`src/rtl/mle_pkg.sv`:
```
/*
  Package for the move, logic and rotate execution block: operation codes,
  widths, reset values and cycle counts.
  Assumes the program sequencer decodes instructions into these codes.
*/
package mle_pkg;
  localparam int DATA_W = 8;
  localparam int PC_W = 11;
  localparam int ADDR_W = 7;
  localparam logic [7:0] ACC_RST = 8'h00;
  localparam logic [10:0] PC_RST = 11'h000;
  localparam logic [10:0] PC_STEP = 11'h001;
  localparam logic [7:0] BYTE_ONE = 8'h01;
  localparam logic [7:0] BYTE_ZERO = 8'h00;
  localparam logic [6:0] PC_LOW_ADDR = 7'h06;
  localparam int MSB = 7;
  localparam int LSB = 0;
  localparam logic [1:0] CYC_ONE = 2'h1;
  localparam logic [1:0] CYC_TWO = 2'h2;

  typedef enum logic [4:0] {
    OP_NOP,
    OP_INC,
    OP_INC_ACC,
    OP_JMP,
    OP_CALL,
    OP_MOV_A_M,
    OP_MOV_A_X,
    OP_MOV_M_A,
    OP_OR_A_M,
    OP_OR_A_X,
    OP_OR_M,
    OP_RET,
    OP_RET_A_X,
    OP_IRET,
    OP_RL,
    OP_RL_ACC,
    OP_RL_CY,
    OP_RL_CY_ACC,
    OP_RR,
    OP_RR_ACC,
    OP_RR_CY,
    OP_RR_CY_ACC
  } mle_op_t;
endpackage

```
`src/rtl/mle_exec.sv`:
```
/*
  Execution unit for increment, jump, call, moves, OR, returns and rotates.
  Assumes one instruction offered per ready cycle, a single-port data memory
  with combinational read, and a stack supplied by the sequencer.
*/
`timescale 1ns/1ps

// Summary of operation
// - Memory increment writes byte plus one back to the same byte.
// - Increment to accumulator puts byte plus one in accumulator, sets zero.
// - Jump loads program counter from instruction, two cycles, no flags.
// - Move from memory copies byte to accumulator, no flags.
// - Move immediate loads byte into accumulator, no flags.
// - Move to memory writes accumulator into byte, no flags.
// - No-operation changes nothing except advancing the program counter.
// - OR into accumulator, with memory or immediate, updates zero only.
// - OR to memory writes accumulator OR byte back, updates zero.
// - Return pops program counter from stack, flags unchanged.
// - Return with value restores counter and loads immediate to accumulator.
// - Interrupt return restores counter, sets global enable, pending first.
// - Rotate left writes byte back with bit 7 into bit 0.
// - Rotate left to accumulator, memory unchanged, no flags.
// - Rotate left through carry writes memory, carry from old bit 7.
// - Same nine-bit left rotation into accumulator, carry updated.
// - Rotate right writes byte back with bit 0 into bit 7.
// - Rotate right to accumulator, no carry, no flags.
// - Rotate right through carry writes memory, carry from old bit 0.
// - Same nine-bit right rotation into accumulator, carry updated.
// - Any write to the program counter low byte takes two cycles.
// - Call pushes program counter plus one onto the stack.
module mle_exec
  import mle_pkg::*;
(
  input wire logic clock,
  input wire logic resetn,
  input wire logic op_valid,
  input wire mle_op_t op_code,
  input wire logic [ADDR_W-1:0] op_addr,
  input wire logic [DATA_W-1:0] op_imm,
  input wire logic [PC_W-1:0] op_target,
  input wire logic [DATA_W-1:0] mem_rdata,
  input wire logic [PC_W-1:0] stack_top,
  input wire logic irq_pending,
  output logic op_ready,
  output logic [ADDR_W-1:0] mem_addr,
  output logic [DATA_W-1:0] mem_wdata,
  output logic mem_we,
  output logic stack_push,
  output logic stack_pop,
  output logic [PC_W-1:0] stack_wdata,
  output logic irq_take,
  output logic [PC_W-1:0] pc,
  output logic [DATA_W-1:0] acc,
  output logic zero_flag,
  output logic carry_flag,
  output logic global_interrupt_enable
);

  logic rst_meta_reg, rst_sync_reg;
  logic [DATA_W-1:0] res;
  logic to_acc, to_mem, set_z, set_c, new_c, flow, load_pc;
  logic [PC_W-1:0] pc_next;
  logic take;

  always_ff @(posedge clock or negedge resetn) begin
    if (!resetn) begin
      rst_meta_reg <= 1'b0;
      rst_sync_reg <= 1'b0;
    end else begin
      rst_meta_reg <= 1'b1;
      rst_sync_reg <= rst_meta_reg;
    end
  end

  function automatic logic [DATA_W-1:0] rot_left(input logic [7:0] v,
                                                 input logic b0);
    rot_left = {v[MSB-1:LSB], b0};
  endfunction

  function automatic logic [DATA_W-1:0] rot_right(input logic [7:0] v,
                                                  input logic b7);
    rot_right = {b7, v[MSB:LSB+1]};
  endfunction

  assign take = op_valid && op_ready;

  // Result, destination and flag decode
  always_comb begin
    res = BYTE_ZERO;
    to_acc = 1'b0;
    to_mem = 1'b0;
    set_z = 1'b0;
    set_c = 1'b0;
    new_c = carry_flag;
    flow = 1'b0;
    pc_next = pc + PC_STEP;
    case (op_code)
      OP_NOP: ;
      OP_INC: begin
        res = mem_rdata + BYTE_ONE;
        to_mem = 1'b1;
        set_z = 1'b1;
      end
      OP_INC_ACC: begin
        res = mem_rdata + BYTE_ONE;
        to_acc = 1'b1;
        set_z = 1'b1;
      end
      OP_JMP, OP_CALL: begin
        pc_next = op_target;
        flow = 1'b1;
      end
      OP_MOV_A_M: begin
        res = mem_rdata;
        to_acc = 1'b1;
      end
      OP_MOV_A_X, OP_RET_A_X: begin
        res = op_imm;
        to_acc = 1'b1;
      end
      OP_MOV_M_A: begin
        res = acc;
        to_mem = 1'b1;
      end
      OP_OR_A_M: begin
        res = acc | mem_rdata;
        to_acc = 1'b1;
        set_z = 1'b1;
      end
      OP_OR_A_X: begin
        res = acc | op_imm;
        to_acc = 1'b1;
        set_z = 1'b1;
      end
      OP_OR_M: begin
        res = acc | mem_rdata;
        to_mem = 1'b1;
        set_z = 1'b1;
      end
      OP_RL, OP_RL_ACC: begin
        res = rot_left(mem_rdata, mem_rdata[MSB]);
        to_mem = (op_code == OP_RL);
        to_acc = (op_code == OP_RL_ACC);
      end
      OP_RL_CY, OP_RL_CY_ACC: begin
        res = rot_left(mem_rdata, carry_flag);
        new_c = mem_rdata[MSB];
        set_c = 1'b1;
        to_mem = (op_code == OP_RL_CY);
        to_acc = (op_code == OP_RL_CY_ACC);
      end
      OP_RR, OP_RR_ACC: begin
        res = rot_right(mem_rdata, mem_rdata[LSB]);
        to_mem = (op_code == OP_RR);
        to_acc = (op_code == OP_RR_ACC);
      end
      OP_RR_CY, OP_RR_CY_ACC: begin
        res = rot_right(mem_rdata, carry_flag);
        new_c = mem_rdata[LSB];
        set_c = 1'b1;
        to_mem = (op_code == OP_RR_CY);
        to_acc = (op_code == OP_RR_CY_ACC);
      end
      default: ;
    endcase
    if (op_code == OP_RET || op_code == OP_RET_A_X || op_code == OP_IRET) begin
      pc_next = stack_top;
      flow = 1'b1;
    end
    // Memory write to the counter low byte redirects flow
    if (to_mem && op_addr == PC_LOW_ADDR) begin
      pc_next = {pc[PC_W-1:DATA_W], res};
      flow = 1'b1;
    end
    load_pc = flow;
  end

  assign mem_addr = op_addr;

  // Dummy cycle after any flow change
  always_ff @(posedge clock or negedge rst_sync_reg) begin
    if (!rst_sync_reg) begin
      op_ready <= 1'b0;
    end else begin
      op_ready <= !(take && load_pc);
    end
  end

  always_ff @(posedge clock or negedge rst_sync_reg) begin
    if (!rst_sync_reg) begin
      pc <= PC_RST;
    end else if (take) begin
      pc <= pc_next;
    end
  end

  always_ff @(posedge clock or negedge rst_sync_reg) begin
    if (!rst_sync_reg) begin
      acc <= ACC_RST;
      zero_flag <= 1'b0;
      carry_flag <= 1'b0;
    end else if (take) begin
      if (to_acc) begin
        acc <= res;
      end
      if (set_z) begin
        zero_flag <= (res == BYTE_ZERO);
      end
      if (set_c) begin
        carry_flag <= new_c;
      end
    end
  end

  always_ff @(posedge clock or negedge rst_sync_reg) begin
    if (!rst_sync_reg) begin
      mem_we <= 1'b0;
      mem_wdata <= BYTE_ZERO;
      stack_push <= 1'b0;
      stack_pop <= 1'b0;
      stack_wdata <= PC_RST;
    end else begin
      mem_we <= take && to_mem;
      mem_wdata <= res;
      stack_push <= take && op_code == OP_CALL;
      stack_wdata <= pc + PC_STEP;
      stack_pop <= take && (op_code == OP_RET || op_code == OP_RET_A_X
                            || op_code == OP_IRET);
    end
  end

  // Interrupt return re-enables; a pending request is served at once
  always_ff @(posedge clock or negedge rst_sync_reg) begin
    if (!rst_sync_reg) begin
      global_interrupt_enable <= 1'b0;
      irq_take <= 1'b0;
    end else begin
      irq_take <= take && op_code == OP_IRET && irq_pending;
      if (take && op_code == OP_IRET) begin
        global_interrupt_enable <= 1'b1;
      end
    end
  end

  chk_jump_dummy_cycle: assert property (
    @(posedge clock) disable iff (!rst_sync_reg)
    (take && op_code == OP_JMP) |=> !op_ready ##1 op_ready)
    else $error("jump did not insert one dummy cycle");

  chk_jump_pc_load: assert property (
    @(posedge clock) disable iff (!rst_sync_reg)
    (take && op_code == OP_JMP) |=> pc == $past(op_target)
      && zero_flag == $past(zero_flag) && carry_flag == $past(carry_flag))
    else $error("jump target or flags wrong");

  chk_inc_acc_value: assert property (
    @(posedge clock) disable iff (!rst_sync_reg)
    (take && op_code == OP_INC_ACC) |=>
      acc == $past(mem_rdata) + BYTE_ONE && !mem_we
      && zero_flag == (acc == BYTE_ZERO))
    else $error("increment to accumulator wrong");

  chk_inc_mem_write: assert property (
    @(posedge clock) disable iff (!rst_sync_reg)
    (take && op_code == OP_INC) |=>
      mem_we && mem_wdata == $past(mem_rdata) + BYTE_ONE)
    else $error("memory increment wrong");

  chk_mov_no_flags: assert property (
    @(posedge clock) disable iff (!rst_sync_reg)
    (take && op_code == OP_MOV_A_M) |=> acc == $past(mem_rdata)
      && $stable(zero_flag) && $stable(carry_flag))
    else $error("move from memory wrong");

  chk_left_rot_carry: assert property (
    @(posedge clock) disable iff (!rst_sync_reg)
    (take && op_code == OP_RL_CY_ACC) |=>
      carry_flag == $past(mem_rdata[MSB])
      && acc == {$past(mem_rdata[MSB-1:LSB]), $past(carry_flag)})
    else $error("left rotate through carry wrong");

  chk_right_rot_carry: assert property (
    @(posedge clock) disable iff (!rst_sync_reg)
    (take && op_code == OP_RR_CY_ACC) |=>
      carry_flag == $past(mem_rdata[LSB])
      && acc == {$past(carry_flag), $past(mem_rdata[MSB:LSB+1])})
    else $error("right rotate through carry wrong");

  chk_or_mem_zero: assert property (
    @(posedge clock) disable iff (!rst_sync_reg)
    (take && op_code == OP_OR_M) |=> mem_we
      && mem_wdata == ($past(acc) | $past(mem_rdata))
      && zero_flag == (mem_wdata == BYTE_ZERO))
    else $error("OR to memory wrong");

  chk_iret_enable: assert property (
    @(posedge clock) disable iff (!rst_sync_reg)
    (take && op_code == OP_IRET) |=> global_interrupt_enable && stack_pop
      && pc == $past(stack_top) && !op_ready)
    else $error("interrupt return wrong");

  chk_call_push: assert property (
    @(posedge clock) disable iff (!rst_sync_reg)
    (take && op_code == OP_CALL) |=> stack_push
      && stack_wdata == $past(pc) + PC_STEP)
    else $error("call push value wrong");

  chk_single_cycle: assert property (
    @(posedge clock) disable iff (!rst_sync_reg)
    (take && !load_pc) |=> op_ready)
    else $error("simple instruction stalled");

  chk_rot_left_mem: assert property (
    @(posedge clock) disable iff (!rst_sync_reg)
    (take && op_code == OP_RL) |=> mem_we
      && mem_wdata == {$past(mem_rdata[MSB-1:LSB]), $past(mem_rdata[MSB])}
      && $stable(zero_flag) && $stable(carry_flag))
    else $error("left rotate to memory wrong");

  chk_rot_right_acc: assert property (
    @(posedge clock) disable iff (!rst_sync_reg)
    (take && op_code == OP_RR_ACC) |=> !mem_we
      && acc == {$past(mem_rdata[LSB]), $past(mem_rdata[MSB:LSB+1])}
      && $stable(zero_flag) && $stable(carry_flag))
    else $error("right rotate to accumulator wrong");

  chk_ret_value: assert property (
    @(posedge clock) disable iff (!rst_sync_reg)
    (take && op_code == OP_RET_A_X) |=> acc == $past(op_imm)
      && pc == $past(stack_top) && stack_pop && $stable(zero_flag))
    else $error("return with value wrong");

  chk_mov_to_mem: assert property (
    @(posedge clock) disable iff (!rst_sync_reg)
    (take && op_code == OP_MOV_M_A) |=> mem_we && mem_wdata == $past(acc)
      && $stable(zero_flag) && $stable(carry_flag))
    else $error("move to memory wrong");

  chk_pc_low_write: assert property (
    @(posedge clock) disable iff (!rst_sync_reg)
    (take && to_mem && op_addr == PC_LOW_ADDR) |=> !op_ready
      && pc[DATA_W-1:0] == $past(res)
      && pc[PC_W-1:DATA_W] == $past(pc[PC_W-1:DATA_W]))
    else $error("counter low byte write wrong");

  cov_jump: cover property (@(posedge clock) take && op_code == OP_JMP);
  cov_iret_pending: cover property (@(posedge clock)
    take && op_code == OP_IRET && irq_pending);
  cov_right_carry: cover property (@(posedge clock)
    take && op_code == OP_RR_CY);
  cov_pc_low_write: cover property (@(posedge clock)
    take && to_mem && op_addr == PC_LOW_ADDR);

endmodule // mle_exec

```
`config.mk`:
```
export PLATFORM = sky130hd
export DESIGN_NAME = mle_exec
export DESIGN_NICKNAME = d
export VERILOG_FILES = /design/src/rtl/mle_pkg.sv /design/src/rtl/mle_exec.sv
export SDC_FILE = /design/constraint.sdc
export NUM_CORES = 1
export LEC_CHECK = 0
export BUFFER_PORTS_ARGS = -buffer_cell sky130_fd_sc_hd__buf_2
export CORE_AREA = 2 2 62 123
export DETAILED_ROUTE_END_ITERATION = 8
export DIE_AREA = 0 0 64 125
export PLACE_DENSITY = 0.8
export SYNTH_ARGS = -nofsm -noshare
export SYNTH_HDL_FRONTEND = slang
export SYNTH_SLANG_ARGS = --single-unit
```
`constraint.sdc`:
```
create_clock -name clock -period 3.5 [get_ports clock]
set_input_delay 0.35 -clock clock [delete_from_list [all_inputs] [get_ports clock]]
set_output_delay 0.35 -clock clock [all_outputs]
set_load 0.01 [all_outputs]
```
== Yosys cells after proc, flatten, opt, wreduce, memory -nomap -nowiden ==
Index checks and enable logic that the tools add are counted.

* Reductions and logical operators: 29
* Mux-type cells: 12
* Equal/unequal tests: 22
* Add/subtract/negate cells: 2
* Bitwise operators: 3

{| class="wikitable"
|+ Operator list
! kind !! number
|-
| case mux 8 bit (10 select lines) || 1
|-
| equality test 5 x 4 -> 1 bit (second input constant) || 8
|-
| equality test 5 bit (second input constant) || 6
|-
| 2-to-1 mux 11 bit || 2
|-
| equality test 5 x 3 -> 1 bit (second input constant) || 4
|-
| bitwise OR 8 bit || 2
|-
| OR reduction 2 bit || 8
|-
| adder 11 x 1 -> 11 bit (second input constant) || 1
|-
| equality test 5 x 2 -> 1 bit (second input constant) || 2
|-
| case mux 1 bit (5 select lines) || 2
|-
| adder 8 x 1 -> 8 bit (second input constant) || 1
|-
| logical AND 1 bit || 8
|-
| logical NOT 8 bit || 1
|-
| 2-to-1 mux 8 bit || 1
|-
| equality test 7 x 3 -> 1 bit (second input constant) || 1
|-
| AND reduction 2 bit || 3
|-
| OR reduction 6 bit || 1
|-
| equality test 5 x 1 -> 1 bit (second input constant) || 1
|-
| 2-to-1 mux 1 bit || 5
|-
| OR reduction 5 bit || 1
|-
| OR reduction 4 bit || 1
|-
| AND reduction 3 bit || 1
|-
| OR reduction 3 bit || 1
|-
| logical OR 1 bit || 2
|-
| 4 further kinds || 4
|}

* Input port bits: 54
* Register bits after elaboration: 48

== Longest topological paths before layout ==
* Depth after elaboration: 7
* Mapped depth: 10
* Depth with buffers taken out: 7

== Worst setup path before layout ==
Ideal clock, no wire load.

* Path kind: input port to flip-flop
* Start: in op_code[3]
* End: reg pc[10]
* Arrival: 1.939 ns
* Path slack: 1.436 ns
* Setup time: 0.125 ns
* Required time: 3.375 ns
* Stages: 8
* Path buffers: 3
* Cell sequence: buf_2 clkbuf_1 nor4b_1 a211oi_2 or2_1 clkbuf_1 nand2_1 mux2_2

* Word-level cells in the longest chain between the ends: 6

{| class="wikitable"
|+ Ends and longest elaborated chain
! what !! line !! source
|-
| start: declaration || mle_exec.sv:37 || <nowiki>input wire mle_op_t op_code,</nowiki>
|-
| equality test 5 x 4 -> 1 bit (tied with other cells) || mle_exec.sv:97 || <nowiki>case (op_code)</nowiki>
|-
| OR reduction 3 bit (no line) (tied with other cells) || n/a ||
|-
| case mux 1 bit (5 select lines) || mle_exec.sv:97 ||
|-
| logical AND 1 bit || mle_exec.sv:171 || <nowiki>if (to_mem && op_addr == PC_LOW_ADDR) begin</nowiki>
|-
| NOT 1 bit (no line) || n/a ||
|-
| AND reduction 2 bit (no line) || n/a ||
|-
| end signal: assignment || mle_exec.sv:193 || <nowiki>pc <= pc_next;</nowiki>
|-
| end: declaration || mle_exec.sv:52 || <nowiki>output logic [PC_W-1:0] pc,</nowiki>
|}

Parallel ways exist; a longest one is shown, timed or not.
A chain may end at the register's enable or synchronous reset.

== Worst setup path after layout ==
* Start: in op_code[4]
* End: reg pc[5]

* Word-level cells in the longest chain between the ends: 5

{| class="wikitable"
|+ Ends and longest elaborated chain
! what !! line
|-
| equality test 5 x 4 -> 1 bit (tied with other cells) || mle_exec.sv:97
|-
| OR reduction 3 bit (no line) (tied with other cells) || n/a
|-
| case mux 1 bit (5 select lines) (tied with other cells) || mle_exec.sv:97
|-
| logical AND 1 bit or 2-to-1 mux 11 bit (tied branches) || mle_exec.sv:171, mle_exec.sv:166
|-
| 2-to-1 mux 8 bit (*) || mle_exec.sv:171
|}

Mark *: on every way between the ends. The rest lies on a longest branch, timed or not.

==> impl_metrics.json <==
{
  "status": "complete, no violations",
  "hold_start": "irq_pending",
  "grt_use_total_pct": 21.6,
  "ant_nets": 0,
  "avgSynthCellArea_um2": 9.38,
  "synth_top_family_by_area": "simple AND/OR/NAND/NOR gates",
  "worst_slew_margin_rel_pct": 35.3,
  "final_area_um2": 3770,
  "min-delay-path-class": "in -> reg",
  "antenna_found_initial": 0,
  "synth_commonest_cells": "48 x dfrtp_1, 37 x nand2_1, 16 x mux2i_1, 16 x o21ai_0, 13 x nor2_1",
  "ys_seq_area_share_pct": 38.6,
  "die-area_um2": 8000,
  "synth-compound-area-share_pct": 19.1,
  "gr-total-overflow": 0,
  "htreeDepth": 2,
  "num_vias": 2898,
  "core_um2": 7100,
  "fin_cells": 510,
  "place_congestion": 0.916,
  "r2r_start": "op_ready",
  "syn_inst": 332,
  "rows": 44,
  "clock_latency_ps": 290,
  "cts_tree": "yes",
  "post_cts.repair.setup_buffers": 0,
  "dp_hpwl_um": 6140,
  "synthSimpleGateAreaFrac_pct": 19.8,
  "async_reset_ff_share_pct": 100,
  "cp_top_family": "compound AO/OA/AOI/OAI gates",
  "vdd_drop_max_mv": 0.376,
  "synth.ff_latch_count": 48,
  "placedCellCount": 501,
  "slew_viol_final": 0,
  "cp_cell_sequence": "buf_2 > nand2b_1 > a211oi_1 > a211oi_2 > nor2_1 > a21oi_1 > a22o_1",
  "cp.arrival_ps": 2480,
  "drt-wirelength-per-cell_um": 16.6,
  "start_util_pct": 43.9,
  "route.detailed.drc": 0,
  "synth-adder-area-share_pct": 0.803,
  "port_buffers": 106,
  "drt_iter0_drc": 357,
  "path_buf_inv": 1,
  "synth_edf_count": 0,
  "drive_above_1_share_pct": 33.7,
  "synth_area_leader_cell": "dfrtp_1",
  "first_pass_iters": 5,
  "worst_setup_path_start_kind": "input pin",
  "finalHoldViolations": 0,
  "rsz0062_at_grt": "false",
  "fin_crit_ps": 2310,
  "die_w_um": 64,
  "synth_area_um2": 3120,
  "synthTopCellsByArea": "dfrtp_1 39%, mux2i_1 5.1%, nand2_1 4.5%",
  "drv_cap": 0,
  "viasPerCell": 5.68,
  "grt_pass1_vias": 2738,
  "synthDistinctLibCells": 68,
  "drt-total-wl_um": 8460,
  "synth_xor_area_share_pct": 4.22,
  "required_ps": 3670,
  "yosys.area.top_type_share_pct": 38.6,
  "fin_tns_setup_ps": 0,
  "cts_buffers": 5,
  "synthesis.nets": 388,
  "synth_most_common_cell": "dfrtp_1",
  "diodes": 0,
  "die_h_um": 125,
  "critical_path_class": "in -> reg",
  "slowest_stage": "nor2_1",
  "skew_ps": 5.89,
  "fin_nets": 473,
  "ys.flop_type": "dfrtp_1",
  "root_buffer": "clkbuf_16",
  "grt_max_degree": 47,
  "cts.clk_slew.worst_paths_ps": 60,
  "top_regs": "pc x11, stack_wdata x11",
  "syn2layout_area_growth_pct": 20.9,
  "fin_crit_sh_pct": 65.9,
  "grt_pass1_wl_um": 13900,
  "clk_path_buf_depth": 2,
  "slowest_delay_ps": 540,
  "crit_path_max_fanout": 26,
  "cellPowerDensity_nw_per_um2": 541,
  "worst_setup_path_end_kind": "flop",
  "synth.area.mux_share_pct": 10.2,
  "p_leak_nw": 1.86,
  "ios": 107,
  "clkSinkCount": 48,
  "postPlaceCellArea_um2": 3590,
  "setup_viol": 0,
  "worstMarginPinSlew_ps": 970,
  "ctsResizeCount": 0,
  "max_freq_mhz": 434,
  "crit_start": "op_code[4]",
  "yosys_warnings": 0
}
## repair_timing
action | CTS | global route
hold endpoints to repair | 2 | 0
hold buffers | 1 | 0
setup endpoints to repair | 0 | 0
## kinds of logic after synthesis
family | after synthesis
AOI/OAI and AO/OA | 80
other | 1
buffers and inverters | 41
muxes | 29
DFF | 48
adders and majority gates | 2
xor gates and xnor gates | 15
and+or+nand+nor | 116
## power breakdown
| part | total, mW | internal (mW) | switching (mW) |
|---|---|---|---|
| registers | 0.830 | 0.704 | 0.125 |
| logic | 0.670 | 0.310 | 0.360 |
| clock network | 0.539 | 0.335 | 0.203 |
| total | 2.04 | 1.35 | 0.689 |
## final cells by class
cell class / instances / area (um2)
multi-input cells: 243 / 1690
clock inverters: 3 / 42.5
clock buffers: 5 / 125
flip-flops and latches: 48 / 1200
fillers: 651 / 3340
repair buffers: 108 / 548
well taps: 92 / 115
inverters: 11 / 41.3
## cells in the final DEF, fill, tap and decap left out, types with 5 or more instances in the layout
cell type and instances:
mux2_2 12, clkbuf_16 5, nor2_1 13, xor2_1 12
nand3_1 12, mux2i_1 16, a22o_1 5, o21ai_0 16
dfrtp_1 47, a211oi_1 5, inv_1 11, nand2_1 37
nor3_1 12, a21oi_1 12, buf_2 106, nand2b_1 8
## per-stage QoR
stage	worst slack [ps]	hold WS (ps)	util [%]	total power [mW]
floorplan	1440	54.4	-	1.24
global route	1080	346	53.0	2.17
detailed placement	941	137	50.5	1.51
finish	1190	337	53.0	2.04
CTS	1250	334	53.0	2.05
global placement	992	137	50.5	1.50
## final timing paths
check                      slack, ps  cells after the start           end
max reg2reg                     1530                      6     zero_flag
min                              340                      2      irq_take
min in group asynchronous        380                      2  rst_sync_reg
min reg2reg                      350                      0  rst_sync_reg
max in group asynchronous       2470                      0  mem_wdata[1]
max                             1190                      7         pc[5]
## per-layer routing
metal  part of all wire (%)  up-vias  GRT usage (%)
li1                       -     1370              -
met1                     41     1367           30.3
met2                     49      144           34.1
met3                    7.9       17           3.69
met4                    1.6        0           6.27
met5                      0        -              0
Power figures use the tool's default switching activity.
